[config.mk]
export PLATFORM = sky130hd
export DESIGN_NAME = lpwvm_top
export DESIGN_NICKNAME = d
export VERILOG_FILES = /design/src/lpwvm_pkg.sv /design/src/lpwvm_top.sv
export SDC_FILE = /design/constraint.sdc
export NUM_CORES = 1
export LEC_CHECK = 0
export BUFFER_PORTS_ARGS = -buffer_cell sky130_fd_sc_hd__buf_4
export CAP_MARGIN = 25
export CORE_UTILIZATION = 35
export CTS_CLUSTER_DIAMETER = 200
export DETAILED_ROUTE_END_ITERATION = 12
export HOLD_SLACK_MARGIN = 0.08
export PLACE_DENSITY = 0.65
export SKIP_LAST_GASP = 1
export SYNTH_ARGS = -nofsm -noshare
export SYNTH_HDL_FRONTEND = slang
export SYNTH_SLANG_ARGS = --single-unit
export TNS_END_PERCENT = 5
[constraint.sdc]
create_clock -name i_mclk -period 3.5 [get_ports i_mclk]
set_clock_uncertainty 0.1 [all_clocks]
set_input_delay 1.05 -clock i_mclk [delete_from_list [all_inputs] [get_ports i_mclk]]
set_output_delay 1.05 -clock i_mclk [all_outputs]
set_load 0.02 [all_outputs]
[src/lpwvm_pkg.sv]
package lpwvm_pkg;

    // ========================================================================
    // Register map.
    localparam logic [7:0] LPWVM_ADDR_CFG = 8'h00;
    localparam logic [7:0] LPWVM_ADDR_STAT = 8'h04;
    localparam logic [7:0] LPWVM_ADDR_PWU_CTL = 8'h08;
    localparam logic [7:0] LPWVM_ADDR_PWU_CNT = 8'h0C;

    // ========================================================================
    // Configuration register fields.
    localparam int LPWVM_CFG_W = 6;
    localparam int CFG_SHORT_RECOVERY = 0;
    localparam int CFG_MON_PWR_DISABLE = 1;
    localparam int CFG_MON_RST_DISABLE = 2;
    localparam int CFG_MON_STOP_ENABLE = 3;
    localparam int CFG_TRIP_SELECT = 4;
    localparam int CFG_OSC_ON_IN_STOP = 5;
    localparam logic [LPWVM_CFG_W-1:0] LPWVM_CFG_RST = 6'h00;

    // ========================================================================
    // Wake-up counter control fields.
    localparam int PWU_EN_BIT = 0;
    localparam int PWU_IE_BIT = 1;
    localparam int PWU_FLAG_BIT = 31;
    localparam int PWU_PER_LO = 8;
    localparam int PWU_W = 16;
    localparam logic [PWU_W-1:0] LPWVM_PWU_PER_RST = 16'hFFFF;

    // ========================================================================
    // Stop recovery, in oscillator clock cycles.
    localparam int LPWVM_REC_W = 12;
    localparam int LPWVM_REC_FULL_CYC = 4096;
    localparam int LPWVM_REC_SHORT_CYC = 32;

    // ========================================================================
    // Wake sources, ordered by priority, and their vectors.
    localparam int LPWVM_SRC_N = 16;
    localparam int SRC_BRK = 0;
    localparam int SRC_IRQ = 1;
    localparam int SRC_CLKGEN = 2;
    localparam int SRC_T1_CH0 = 3;
    localparam int SRC_T1_CH1 = 4;
    localparam int SRC_T1_OVF = 5;
    localparam int SRC_T2_CH0 = 6;
    localparam int SRC_T2_OVF = 7;
    localparam int SRC_SS_RX = 8;
    localparam int SRC_SS_TX = 9;
    localparam int SRC_AS_ERR = 10;
    localparam int SRC_AS_RX = 11;
    localparam int SRC_AS_TX = 12;
    localparam int SRC_KEYPAD = 13;
    localparam int SRC_CONV = 14;
    localparam int SRC_PWU = 15;
    localparam logic [15:0] LPWVM_STOP_MASK = 16'hA003;
    localparam logic [15:0] LPWVM_VEC_RESET = 16'hFFFE;
    localparam logic [15:0] LPWVM_VEC [LPWVM_SRC_N] = '{
        16'hFFFC, 16'hFFFA, 16'hFFF8, 16'hFFF6, 16'hFFF4, 16'hFFF2, 16'hFFF0, 16'hFFEC,
        16'hFFEA, 16'hFFE8, 16'hFFE6, 16'hFFE4, 16'hFFE2, 16'hFFE0, 16'hFFDE, 16'hFFDC};

    // ========================================================================
    // Mode state and the block's whole register set.
    typedef enum logic [2:0] {ST_RESET, ST_RUN, ST_WAIT, ST_STOP, ST_RECOVER} lpwvm_mode_t;

    typedef struct packed {
        lpwvm_mode_t st;
        logic [LPWVM_CFG_W-1:0] cfg;
        logic irq_prev;
        logic trip_prev;
        logic lv_flag;
        logic lv_hold;
        logic wake_rst;
        logic [3:0] wake_idx;
        logic [LPWVM_REC_W-1:0] rec_cnt;
        logic pwu_en;
        logic pwu_ie;
        logic pwu_flag;
        logic [PWU_W-1:0] pwu_per;
        logic [PWU_W-1:0] pwu_cnt;
        logic [31:0] prdata;
        logic slverr;
        logic [15:0] vec;
        logic vec_vld;
        logic chip_rst;
    } lpwvm_state_t;

endpackage : lpwvm_pkg

[src/lpwvm_top.sv]
// Implementation choices: the APB register port and the register addresses.
`timescale 1ns/100ps

module lpwvm_top
    import lpwvm_pkg::*;
(
    // Clock and power-on reset
    input wire logic i_mclk,
    input wire logic i_srst,
    // APB slave
    input wire logic i_psel,
    input wire logic i_penable,
    input wire logic i_pwrite,
    input wire logic [7:0] i_paddr,
    input wire logic [31:0] i_pwdata,
    output logic [31:0] o_prdata,
    output logic o_pready,
    output logic o_pslverr,
    // External reset pin, open drain
    input wire logic i_reset_pin,
    output logic o_reset_pin,
    output logic o_reset_pin_oe,
    // Reset and wake sources
    input wire logic i_watchdog_timeout,
    input wire logic i_ext_irq_pin,
    input wire logic i_emulation_mode,
    input wire logic i_break_irq,
    input wire logic i_clkgen_irq,
    input wire logic i_keypad_irq,
    input wire logic [2:0] i_first_timer_irq,
    input wire logic [1:0] i_second_timer_irq,
    input wire logic [1:0] i_sync_serial_irq,
    input wire logic [2:0] i_async_serial_irq,
    input wire logic i_converter_irq,
    // Processor core
    input wire logic i_wait_req,
    input wire logic i_stop_req,
    output logic o_chip_reset,
    output logic o_cpu_clk_en,
    output logic o_sys_clk_en,
    output logic [15:0] o_vector,
    output logic o_vector_valid,
    // Analog comparator
    input wire logic i_below_falling,
    input wire logic i_above_rising,
    output logic o_monitor_enable,
    output logic o_trip_level_select,
    output logic o_low_voltage_flag
);

    // ========================================================================
    // Helpers.
    function automatic logic [3:0] first_src(input logic [LPWVM_SRC_N-1:0] req);
        logic [3:0] idx;
        idx = 4'h0;
        for (int k = LPWVM_SRC_N - 1; k >= 0; k--)
        begin
            if (req[k])
            begin
                idx = 4'(k);
            end
        end
        return idx;
    endfunction : first_src

    localparam logic [LPWVM_REC_W-1:0] REC_FULL_LD = LPWVM_REC_W'(LPWVM_REC_FULL_CYC - 1);
    localparam logic [LPWVM_REC_W-1:0] REC_SHORT_LD = LPWVM_REC_W'(LPWVM_REC_SHORT_CYC - 1);

    lpwvm_state_t q;
    lpwvm_state_t d;
    logic in_stop;
    logic low_pwr;
    logic mon_on;
    logic lv_trip;
    logic rst_src;
    logic irq_fall;
    logic pwu_run;
    logic pwu_blk;
    logic [LPWVM_SRC_N-1:0] req;
    logic [LPWVM_SRC_N-1:0] wake;
    logic [3:0] pick;

    // ========================================================================
    // Next-state logic.
    always_comb
    begin
        d = q;
        d.vec_vld = 1'b0;
        in_stop = (q.st == ST_STOP);
        low_pwr = in_stop || (q.st == ST_WAIT);
        // The monitor never yields an interrupt, only reset and flag.
        mon_on = !q.cfg[CFG_MON_PWR_DISABLE] && (!in_stop || q.cfg[CFG_MON_STOP_ENABLE]);
        if (mon_on)
        begin
            if (i_below_falling)
            begin
                d.lv_flag = 1'b1;
            end
            else if (i_above_rising)
            begin
                d.lv_flag = 1'b0;
            end
        end
        d.trip_prev = q.cfg[CFG_TRIP_SELECT];
        lv_trip = mon_on && !q.cfg[CFG_MON_RST_DISABLE]
            && (i_below_falling || (q.cfg[CFG_TRIP_SELECT] && !q.trip_prev && !i_above_rising));
        if (lv_trip)
        begin
            d.lv_hold = 1'b1;
        end
        else if (i_above_rising)
        begin
            d.lv_hold = 1'b0;
        end
        // The watchdog has no clock in stop, so it cannot end stop.
        rst_src = (!i_reset_pin && !q.lv_hold) || (i_watchdog_timeout && !in_stop)
            || lv_trip || q.lv_hold;
        irq_fall = q.irq_prev && !i_ext_irq_pin;
        d.irq_prev = i_ext_irq_pin;

        req = '0;
        req[SRC_BRK] = i_break_irq && i_emulation_mode;
        req[SRC_IRQ] = irq_fall;
        req[SRC_CLKGEN] = i_clkgen_irq;
        req[SRC_T1_OVF] = i_first_timer_irq[0];
        req[SRC_T1_CH1] = i_first_timer_irq[1];
        req[SRC_T1_CH0] = i_first_timer_irq[2];
        req[SRC_T2_OVF] = i_second_timer_irq[0];
        req[SRC_T2_CH0] = i_second_timer_irq[1];
        req[SRC_SS_TX] = i_sync_serial_irq[0];
        req[SRC_SS_RX] = i_sync_serial_irq[1];
        req[SRC_AS_TX] = i_async_serial_irq[0];
        req[SRC_AS_RX] = i_async_serial_irq[1];
        req[SRC_AS_ERR] = i_async_serial_irq[2];
        req[SRC_KEYPAD] = i_keypad_irq;
        req[SRC_CONV] = i_converter_irq;
        req[SRC_PWU] = q.pwu_flag && q.pwu_ie;
        wake = in_stop ? (req & LPWVM_STOP_MASK) : req;
        pick = first_src(wake);

        // APB: decode and capture in setup, act in access.
        pwu_blk = low_pwr && (i_paddr == LPWVM_ADDR_PWU_CTL || i_paddr == LPWVM_ADDR_PWU_CNT);
        if (i_psel && !i_penable)
        begin
            d.prdata = '0;
            d.slverr = pwu_blk;
            case (i_paddr)
                LPWVM_ADDR_CFG: d.prdata[LPWVM_CFG_W-1:0] = q.cfg;
                LPWVM_ADDR_STAT: d.prdata = {q.vec, 8'h00, 3'(q.st), 3'h0, q.lv_hold, q.lv_flag};
                LPWVM_ADDR_PWU_CTL: d.prdata = {q.pwu_flag, 7'h00, q.pwu_per, 6'h00,
                    q.pwu_ie, q.pwu_en};
                LPWVM_ADDR_PWU_CNT: d.prdata[PWU_W-1:0] = q.pwu_cnt;
                default: d.slverr = 1'b1;
            endcase
            if (pwu_blk)
            begin
                d.prdata = '0;
            end
        end
        if (i_psel && i_penable && i_pwrite && !q.slverr)
        begin
            case (i_paddr)
                LPWVM_ADDR_CFG: d.cfg = i_pwdata[LPWVM_CFG_W-1:0];
                LPWVM_ADDR_PWU_CTL:
                begin
                    d.pwu_en = i_pwdata[PWU_EN_BIT];
                    d.pwu_ie = i_pwdata[PWU_IE_BIT];
                    d.pwu_per = i_pwdata[PWU_PER_LO +: PWU_W];
                    if (i_pwdata[PWU_FLAG_BIT])
                    begin
                        d.pwu_flag = 1'b0;
                    end
                end
                default: d.slverr = q.slverr;
            endcase
        end

        // Wake-up counter; a rollover set beats a software clear.
        pwu_run = q.pwu_en && !(in_stop && !q.cfg[CFG_OSC_ON_IN_STOP]);
        if (pwu_run)
        begin
            if (q.pwu_cnt == q.pwu_per)
            begin
                d.pwu_cnt = '0;
                d.pwu_flag = 1'b1;
            end
            else
            begin
                d.pwu_cnt = q.pwu_cnt + 1'b1;
            end
        end

        case (q.st)
            ST_RESET:
            begin
                if (!rst_src)
                begin
                    d.st = ST_RUN;
                    d.vec = LPWVM_VEC_RESET;
                    d.vec_vld = 1'b1;
                end
            end
            ST_RUN:
            begin
                if (rst_src)
                begin
                    d.st = ST_RESET;
                end
                else if (i_stop_req)
                begin
                    d.st = ST_STOP;
                end
                else if (i_wait_req)
                begin
                    d.st = ST_WAIT;
                end
            end
            ST_WAIT:
            begin
                if (rst_src)
                begin
                    d.st = ST_RESET;
                end
                else if (|wake)
                begin
                    d.st = ST_RUN;
                    d.vec = LPWVM_VEC[pick];
                    d.vec_vld = 1'b1;
                end
            end
            ST_STOP:
            begin
                if (rst_src || (|wake))
                begin
                    d.st = ST_RECOVER;
                    d.wake_rst = rst_src;
                    d.wake_idx = pick;
                    d.rec_cnt = q.cfg[CFG_SHORT_RECOVERY] ? REC_SHORT_LD : REC_FULL_LD;
                end
            end
            ST_RECOVER:
            begin
                if (rst_src)
                begin
                    d.wake_rst = 1'b1;
                end
                if (q.rec_cnt != '0)
                begin
                    d.rec_cnt = q.rec_cnt - 1'b1;
                end
                else if (q.wake_rst || rst_src)
                begin
                    d.st = ST_RESET;
                end
                else
                begin
                    d.st = ST_RUN;
                    d.vec = LPWVM_VEC[q.wake_idx];
                    d.vec_vld = 1'b1;
                end
            end
            default: d.st = ST_RESET;
        endcase
        if (d.st == ST_RESET && q.st != ST_RESET)
        begin
            d.lv_flag = mon_on && i_below_falling;
        end
        d.chip_rst = (d.st == ST_RESET) || (d.st == ST_RECOVER && d.wake_rst);
    end

    // ========================================================================
    // State register; i_srst acts as power-on reset.
    always_ff @(posedge i_mclk)
    begin
        if (i_srst)
        begin
            q <= '0;
            q.st <= ST_RESET;
            q.cfg <= LPWVM_CFG_RST;
            q.irq_prev <= 1'b1;
            q.pwu_per <= LPWVM_PWU_PER_RST;
            q.vec <= LPWVM_VEC_RESET;
            q.chip_rst <= 1'b1;
        end
        else
        begin
            q <= d;
        end
    end

    // ========================================================================
    // Outputs.
    assign o_prdata = q.prdata;
    assign o_pready = 1'b1;
    assign o_pslverr = q.slverr && i_psel && i_penable;
    assign o_reset_pin = 1'b0;
    assign o_reset_pin_oe = q.lv_hold;
    assign o_chip_reset = q.chip_rst;
    assign o_cpu_clk_en = (q.st == ST_RUN);
    assign o_sys_clk_en = (q.st == ST_RUN) || (q.st == ST_WAIT) || (q.st == ST_RESET);
    assign o_vector = q.vec;
    assign o_vector_valid = q.vec_vld;
    assign o_monitor_enable = !q.cfg[CFG_MON_PWR_DISABLE] && (q.st != ST_STOP
        || q.cfg[CFG_MON_STOP_ENABLE]);
    assign o_trip_level_select = q.cfg[CFG_TRIP_SELECT];
    assign o_low_voltage_flag = q.lv_flag;

    // ========================================================================
    // Checks.
    logic [12:0] rec_len_q;
    always_ff @(posedge i_mclk)
    begin
        if (i_srst || q.st != ST_RECOVER)
        begin
            rec_len_q <= 13'h0001;
        end
        else
        begin
            rec_len_q <= rec_len_q + 13'h0001;
        end
    end
endmodule : lpwvm_top

Yosys cells after proc, flatten, opt, wreduce, memory -nomap -nowiden
Memories as Yosys holds them, arrays and structs flattened.
Index checks and enable logic that the tools add are counted.

storage, ports and cells
  register bits = 116
  bits in read-only memories = 512
  bits of input ports = 67
  output and inout bits = 59
  memories = 2

memories
  name              depth  bits a word  read ports  clocked after memory_dff  write ports  RTL line          text
  (name not given)  16     16           1           0                         0            lpwvm_top.sv:258  d.vec = LPWVM_VEC[q.wake_idx];
  (name not given)  16     16           1           0                         0            lpwvm_top.sv:227  d.vec = LPWVM_VEC[pick];

cells by class
  add/subtract/negate cells = 2
  order comparisons = 2
  equal/unequal tests = 18
  multiplexer cells = 62
  bitwise gates (word level) = 2
  reduce and logical (&&, ||, !) cells = 67

operator list
  operator               count
  $mux 17                8
  $mux 16                5
  $mux 4                 16
  $pmux 17 s3            1
  $mux 32                1
  $pmux 16 s2            1
  $pmux 10 s3            1
  $mux 12                2
  $mux 3                 8
  $pmux 12 s2            1
  $pmux 6 s4             1
  $logic_and 1x1->1      23
  $add 16x1->16 const B  1
  $eq 16x16->1           1
  $eq 8x4->1 const B     2
  $reduce_or 16->1       1
  $mux 15                1
  $pmux 3 s5             1
  $mux 1                 14
  $ne 2x2->1 const B     7
  $logic_or 1x1->1       13
  $logic_not 1->1        12
  $reduce_bool 12->1     1
  $sub 12x1->12 const B  1
  18 further kinds       30

Depth between registers and ports, before layout
Gate-level depths: netlist of run 1.

  depth after elaboration = 25
  mapped depth = 12
  gate-level depth less buffers = 10

Worst setup path after synthesis of run 1
OpenSTA, ideal clock, no wires.

  path type = input -> register
  from = in i_above_rising
  to = reg q[94] (netlist bit)
  setup time = 0.096 ns
  arrival time = 2.901 ns
  setup slack = 0.403 ns
  stages = 8
  path buffers = 2
  cells stage by stage = or4b_4 > a221oi_4 > or2_1 > buf_4 > o21ai_2 > or4_1 > buf_2 > o311ai_1

on the way
  longest elaborated chain between the ends = 9

RTL lines
  item                            RTL line          text
  start: declaration              lpwvm_top.sv:45   input wire logic i_above_rising,
  $logic_not 1->1                 lpwvm_top.sv:106  && (i_below_falling || (q.cfg[CFG_TRIP_SELECT] && !q.trip_prev && !i_above_rising));
  $logic_and 1x1->1               lpwvm_top.sv:106
  $logic_or 1x1->1                lpwvm_top.sv:106
  $logic_and 1x1->1               lpwvm_top.sv:106
  $logic_or 1x1->1 (2 in series)  lpwvm_top.sv:117  || lv_trip || q.lv_hold;
  $logic_or 1x1->1                lpwvm_top.sv:233  if (rst_src || (|wake))
  $ne 2x1->1 (no line)            n/a
  $reduce_and 3->1 (no line)      n/a
  end: declaration                lpwvm_top.sv:69   lpwvm_state_t q;

No other way between the ends.
A chain may end at the register's enable or synchronous reset.

Final worst setup path of run 1
  from = reg q[114] (netlist bit)
  to = out o_monitor_enable

on the way
  longest elaborated chain between the ends = 3

RTL lines
  item               RTL line          text
  $ne 3x2->1         lpwvm_top.sv:303  assign o_monitor_enable = !q.cfg[CFG_MON_PWR_DISABLE] && (q.st != ST_STOP
  $logic_or 1x1->1   lpwvm_top.sv:304  || q.cfg[CFG_MON_STOP_ENABLE]);
  $logic_and 1x1->1  lpwvm_top.sv:303
  end: declaration   lpwvm_top.sv:46   output logic o_monitor_enable,

No other way between the ends.

==> results_dict.tcl, run 1 <==
set metrics [dict create \
    placed_cell_area_mm2 0.00632 \
    regArea_mm2 0.00200 \
    ys_async_sr_fraction_pct 0 \
    worst_pin_slew_ns 0.638 \
    drt_wl_total_um 15200 \
    wire_per_inst_um 15.9 \
    rows 45 \
    hold_path.class "flip-flop to flip-flop" \
    synth.area.top_cells "dfxtp_1 36%, buf_4 6.9%, nor2_1 5.9%" \
    post_cts_buffers 0 \
    clk_pin_slew_worst_paths_ns 0.07 \
    drc_errors 0 \
    cp.arrival_ns 1.85 \
    grt_util_all_layers_pct 18.9 \
    hold_viol 0 \
    clock_sinks 100 \
    synth_top_cell_area_share_pct 36.2 \
    antenna_found_initial 0 \
    synthToLayoutAreaGrowth_pct 19.7 \
    fp.dieH_um 128 \
    ant_nets 0 \
    vias_per_cell 5.28 \
    ir_drop_uv 264 \
    path_cells "and3b_1, buf_4, a21oi_1, buf_4" \
    die_area_mm2 0.0163 \
    cts_repair_resize_count 0 \
    ys_types 75 \
    crit_required_ns 2.35 \
    start_util_pct 36.1 \
    critPathKind "flip-flop to output port" \
    synth_largest_area_cell "dfxtp_1" \
    n_antenna_cell 0 \
    synth_top_family_by_area "simple AND/OR/NAND/NOR gates" \
    core_mm2 0.0153 \
    p_leak_nw 2.76 \
    status "complete, no violations" \
    ys_warn_count 0 \
    grt_pass1_wl_um 24200 \
    io_pins 126 \
    dp_hpwl_um 11400 \
    num_vias 5047 \
    synth_fa_ha_area_share_pct 2.04 \
    power_density_mw_per_mm2 356 \
    io_buffers 113 \
    place.gp.congestion 0.872 \
    fmax_mhz 334 \
    cts_hold_buf 0 \
    critPathTopFamily "flip-flops" \
    firstDrtPassIters 6 \
    syn_area_per_cell_um2 8.22 \
    crit_top_cell "buf_4" \
    grt_overflow_total 0 \
    postSynthCellCount 673 \
    cts_htree_levels 3 \
    endpoint_kind "output port" \
    setup_tns_ns 0 \
    drt_iter0_markers 378 \
    cts_tree "done" \
    ys_ff_latch 100 \
    multi_input_comb_area_mm2 0.00297 \
    fillers 1587 \
    cp_num_buf_inv 2 \
    critPathMaxFanout 12 \
    critPathMaxStageDelay_ns 0.64 \
    syn_area_mm2 0.00553 \
    grt_pass1_vias 4565 \
    clock_latency_ns 0.36 \
    root_buffer "clkbuf_16" \
    synthSimpleGateAreaFrac_pct 23.3 \
    fin_area_mm2 0.00662 \
    cap_violations 0 \
    ys.flop_type "dfxtp_1" \
    synthMostInstantiatedCell "dfxtp_1" \
    drive_above_1_share_pct 23.5 \
    chipWidth_um 128 \
    ctsLongestPathBuffers 2 \
    cts_buffers 9 \
    fin_nets 816 \
    synth-xor-area-share_pct 4.91 \
    rsz0062_at_grt "false" \
    post-route-period-util_pct 85.7 \
    startpoint_type "flip-flop" \
    grt_max_degree 50 \
    synth-edff-count 0 \
    setup_viol 0 \
    relSlewSlack_pct 57.1 \
    synthTopCellsByCount "100 x dfxtp_1, 87 x nor2_1, 79 x nand2_1" \
    synthMuxAreaShare_pct 4.46 \
    synth-compound-area-share_pct 18.8 \
    yosysSeqAreaShare_pct 36.2 \
    fin_crit_ns 3.00 \
    slew_viol_final 0 \
    crit_slowest_cell "dfxtp_1" \
]
worst paths after layout:
check | from | end | slack (ns) | cells past startpoint
worst max-delay path | q[114]$_SDFF_PP0_ | o_monitor_enable | 0.50 | 4
worst min-delay path | o_prdata[1]$_SDFFE_PP0P_ | o_prdata[1]$_SDFFE_PP0P_ | 0.38 | 2
worst max register to register | q[114]$_SDFF_PP0_ | o_vector_valid$_SDFF_PP0_ | 0.55 | 5
worst min register to register | o_prdata[1]$_SDFFE_PP0P_ | o_prdata[1]$_SDFFE_PP0P_ | 0.38 | 2
state kept, by name, summed over array words and instances, names as in the netlist:
name and flops:
q 63, o_vector 6, o_chip_reset 1, o_prdata 26, o_reset_pin_oe 1, o_vector_valid 1, o_trip_level_select 1, o_low_voltage_flag 1
report_power, final:
group | total [W] | internal [W] | leakage (nW) | switching (W)
clock | 0.00101 | 0.000524 | 0.149 | 0.000489
sequential | 0.00115 | 0.00114 | 0.808 | 0.00000683
combinational | 0.000191 | 0.0000880 | 1.80 | 0.000103
placed cells by master (no fill, tap or decap), types with 4 or more instances in the layout:
cell / instances
o21ai_0: 11
inv_1: 16
a211oi_1: 4
or4_1: 4
and3_1: 6
o31ai_1: 4
o211ai_1: 12
nor2b_1: 10
nand3_1: 35
o311ai_1: 4
xor2_1: 15
ha_1: 9
a211o_1: 4
dfxtp_1: 100
a21oi_1: 29
nand4_1: 7
nor3_1: 10
xnor2_1: 16
nand2b_1: 5
a311oi_1: 5
a31oi_1: 5
nor2_1: 87
mux2i_1: 10
mux2_2: 9
a222oi_1: 8
clkbuf_16: 9
a22oi_1: 16
buf_4: 136
nor4_1: 7
nand2_1: 79
routing by layer:
metal  part of all wire, %  track usage, %  wire length (µm)  vias up
met4                   1.9            7.40               294        0
li1                      -               -                 -     2504
met1                    49            28.0              7480     2311
met5                     0               0                 0        -
met3                   6.8            3.26              1040       19
met2                    42            27.1              6370      213
tightest hold or removal path: stages, from the launching register on:
cell     delay, ns
dfxtp_1       0.32
nand2_1       0.06
a21oi_1       0.06
cells by family after synthesis:
kind of cell             after synthesis
adder cells (fa/ha/maj)                9
XOR/XNOR                              31
AO/OA/AOI/OAI                        139
AND/OR/NAND/NOR                      273
flip-flops                           100
multiplexers                          21
buffers and inverters                 98
other                                  2
layout make-up:
cell class                      count  area share, %
Clock inverter                      6          0.908
Inverter                           17          0.964
Multi-Input combinational cell    476           44.8
Timing Repair Buffer              136           15.4
Clock buffer                       10           3.61
Sequential cell                   100           30.3
Tap cell                          211           3.99
per-stage QoR:
stage	setup slack [ns]	hold slack [ns]	instances	utilization (%)	total power, W
final	0.502	0.385	956	43.2	0.00235
after detailed placement	0.226	0.374	940	41.3	0.00137
after global placement	0.263	0.344	940	41.3	0.00137
after global routing	0.378	0.412	956	43.2	0.00244
after floorplan	0.403	0.337	674	-	0.00127
after CTS	0.531	0.384	956	43.2	0.00237
Note: power is estimated with default switching activity, not from simulation.
==> inputs of run 2 (changes only) <==
Settings changed: PLACE_DENSITY 0.65 to 0.59.
==> run 2 against run 1 <==
Power rose by 0.74%. Sequential power barely moved. Combinational power barely moved. Die area did not move. Critical path type unchanged. Critical endpoint unchanged.
==> results_dict.tcl, run 2 (synthesis gave the netlist of run 1 again) <==
set metrics [dict create \
    cts_buffers 9 \
    drt_wl_total_um 15600 \
    crit_required_ns 2.35 \
    place.gp.congestion 0.888 \
    clock_latency_ns 0.35 \
    rsz0062_at_grt "false" \
    reg2reg_from "q[114]$_SDFF_PP0_" \
    place_ws_ns 0.248 \
    post_cts_buffers 0 \
    chipWidth_um 128 \
    postLayoutSetupSlackWorst_ns 0.540 \
    drt_iter0_markers 349 \
    hold_path.class "flip-flop to flip-flop" \
    rows 45 \
    post-route-period-util_pct 84.6 \
    r2r_setup_slack_ns 0.77 \
    drive_above_1_share_pct 23.0 \
    worst_pin_slew_ns 0.657 \
    setup_tns_ns 0 \
    startpoint_type "flip-flop" \
    ir_drop_uv 263 \
    hold_end "o_prdata[1]$_SDFFE_PP0P_" \
    dp_hpwl_um 11800 \
    grt_overflow_total 0 \
    die_area_mm2 0.0163 \
    cts_tree "done" \
    r2r_end "q[92]$_SDFFE_PP0P_" \
    fin_crit_ns 2.96 \
    cts_htree_levels 3 \
    cp.arrival_ns 1.81 \
    drc_errors 0 \
    core_mm2 0.0153 \
    largest_register "q" \
    fillers 1569 \
    vias_per_cell 5.38 \
    antenna_found_initial 0 \
    cts_repair_resize_count 0 \
    critPathMaxFanout 12 \
    start_util_pct 36.1 \
    cap_violations 0 \
    hold_viol 0 \
    ant_nets 0 \
    largest_reg_flops 63 \
    power_density_mw_per_mm2 360 \
    relSlewSlack_pct 56.1 \
    critPathKind "flip-flop to output port" \
    fmax_mhz 338 \
    clock_sinks 100 \
    fin_nets 812 \
    fin_area_mm2 0.00659 \
    io_pins 126 \
    slew_viol_final 0 \
    hold_ws_ns 0.374 \
    io_buffers 113 \
    grt_max_degree 59 \
    ctsLongestPathBuffers 2 \
    power.total_w 0.00237 \
    status "complete, no violations" \
    firstDrtPassIters 5 \
    endpoint_kind "output port" \
    min_from "o_prdata[1]$_SDFFE_PP0P_" \
    setup_viol 0 \
    clk_pin_slew_worst_paths_ns 0.07 \
    final_common_cell "buf_4" \
    synthToLayoutAreaGrowth_pct 19.2 \
    layout_common_cells "132 x buf_4, 100 x dfxtp_1, 87 x nor2_1" \
    cts_hold_buf 0 \
    p_leak_nw 2.74 \
    root_buffer "clkbuf_16" \
    grt_util_all_layers_pct 19.4 \
    hold_path_depth 2 \
    rr_worst_depth 8 \
    fp.dieH_um 128 \
    num_vias 5117 \
    grt_pass1_wl_um 24900 \
    grt_pass1_vias 4715 \
    n_antenna_cell 0 \
    placed_cell_area_mm2 0.00629 \
    wire_per_inst_um 16.4 \
]
==> run 2: changes by cell type in the layout (fill, tap and decap cells not counted), sizes merged <==
cell,previous run,this run
bufinv,0,1
inv,21,20
clkbuf,10,9
buf,136,132
==> run 2: metal layers <==
metal,track usage (%),vias to the layer above,part of all wire (%)
li1,-,2488,-
met1,28.2,2428,50
met2,29.2,184,43
met3,3.05,17,6.0
met4,6.02,0,1.3
met5,0,-,0
==> run 2: power breakdown <==
group	internal, W	total (W)	switching, W
sequential	0.00114	0.00115	0.00000703
combinational	0.0000867	0.000192	0.000105
clock	0.000567	0.00103	0.000462
total	0.00180	0.00237	0.000574
==> run 2: metrics by stage <==
step,util [%],instances
final,43.0,951
after CTS,43.0,951
after floorplan,-,674
after detailed placement,41.1,936
after global routing,43.0,951
after global placement,41.1,936
==> run 2: how the worst max path moves through the flow <==
stage	startpoint	to	depth (start not counted)
5_1_grt	q[114]$_SDFF_PP0_	o_monitor_enable	4
3_3_place_gp	i_first_timer_irq[1]	q[92]$_SDFFE_PP0P_	8
6_report	q[114]$_SDFF_PP0_	o_monitor_enable	4
4_1_cts	q[114]$_SDFF_PP0_	o_monitor_enable	4
2_1_floorplan	i_above_rising	q[94]$_SDFFE_PP0P_	8
3_5_place_dp	i_first_timer_irq[1]	q[92]$_SDFFE_PP0P_	8
==> run 2: worst max-delay path: stages, from the launching register on <==
cell     delay, ns
dfxtp_1       0.59
and3b_1       0.31
buf_4         0.22
a21oi_1       0.14
buf_4         0.19
==> run 2: layout make-up <==
| type | instances | area [µm²] | area share, % |
|---|---|---|---|
| Multi-Input combinational cell | 476 | 2970 | 45.0 |
| Sequential cell | 100 | 2000 | 30.4 |
| Timing Repair Buffer | 132 | 991 | 15.0 |
| Tap cell | 211 | 264 | 4.00 |
| Clock buffer | 9 | 225 | 3.42 |
| Clock inverter | 6 | 78.8 | 1.20 |
| Inverter | 17 | 63.8 | 0.968 |
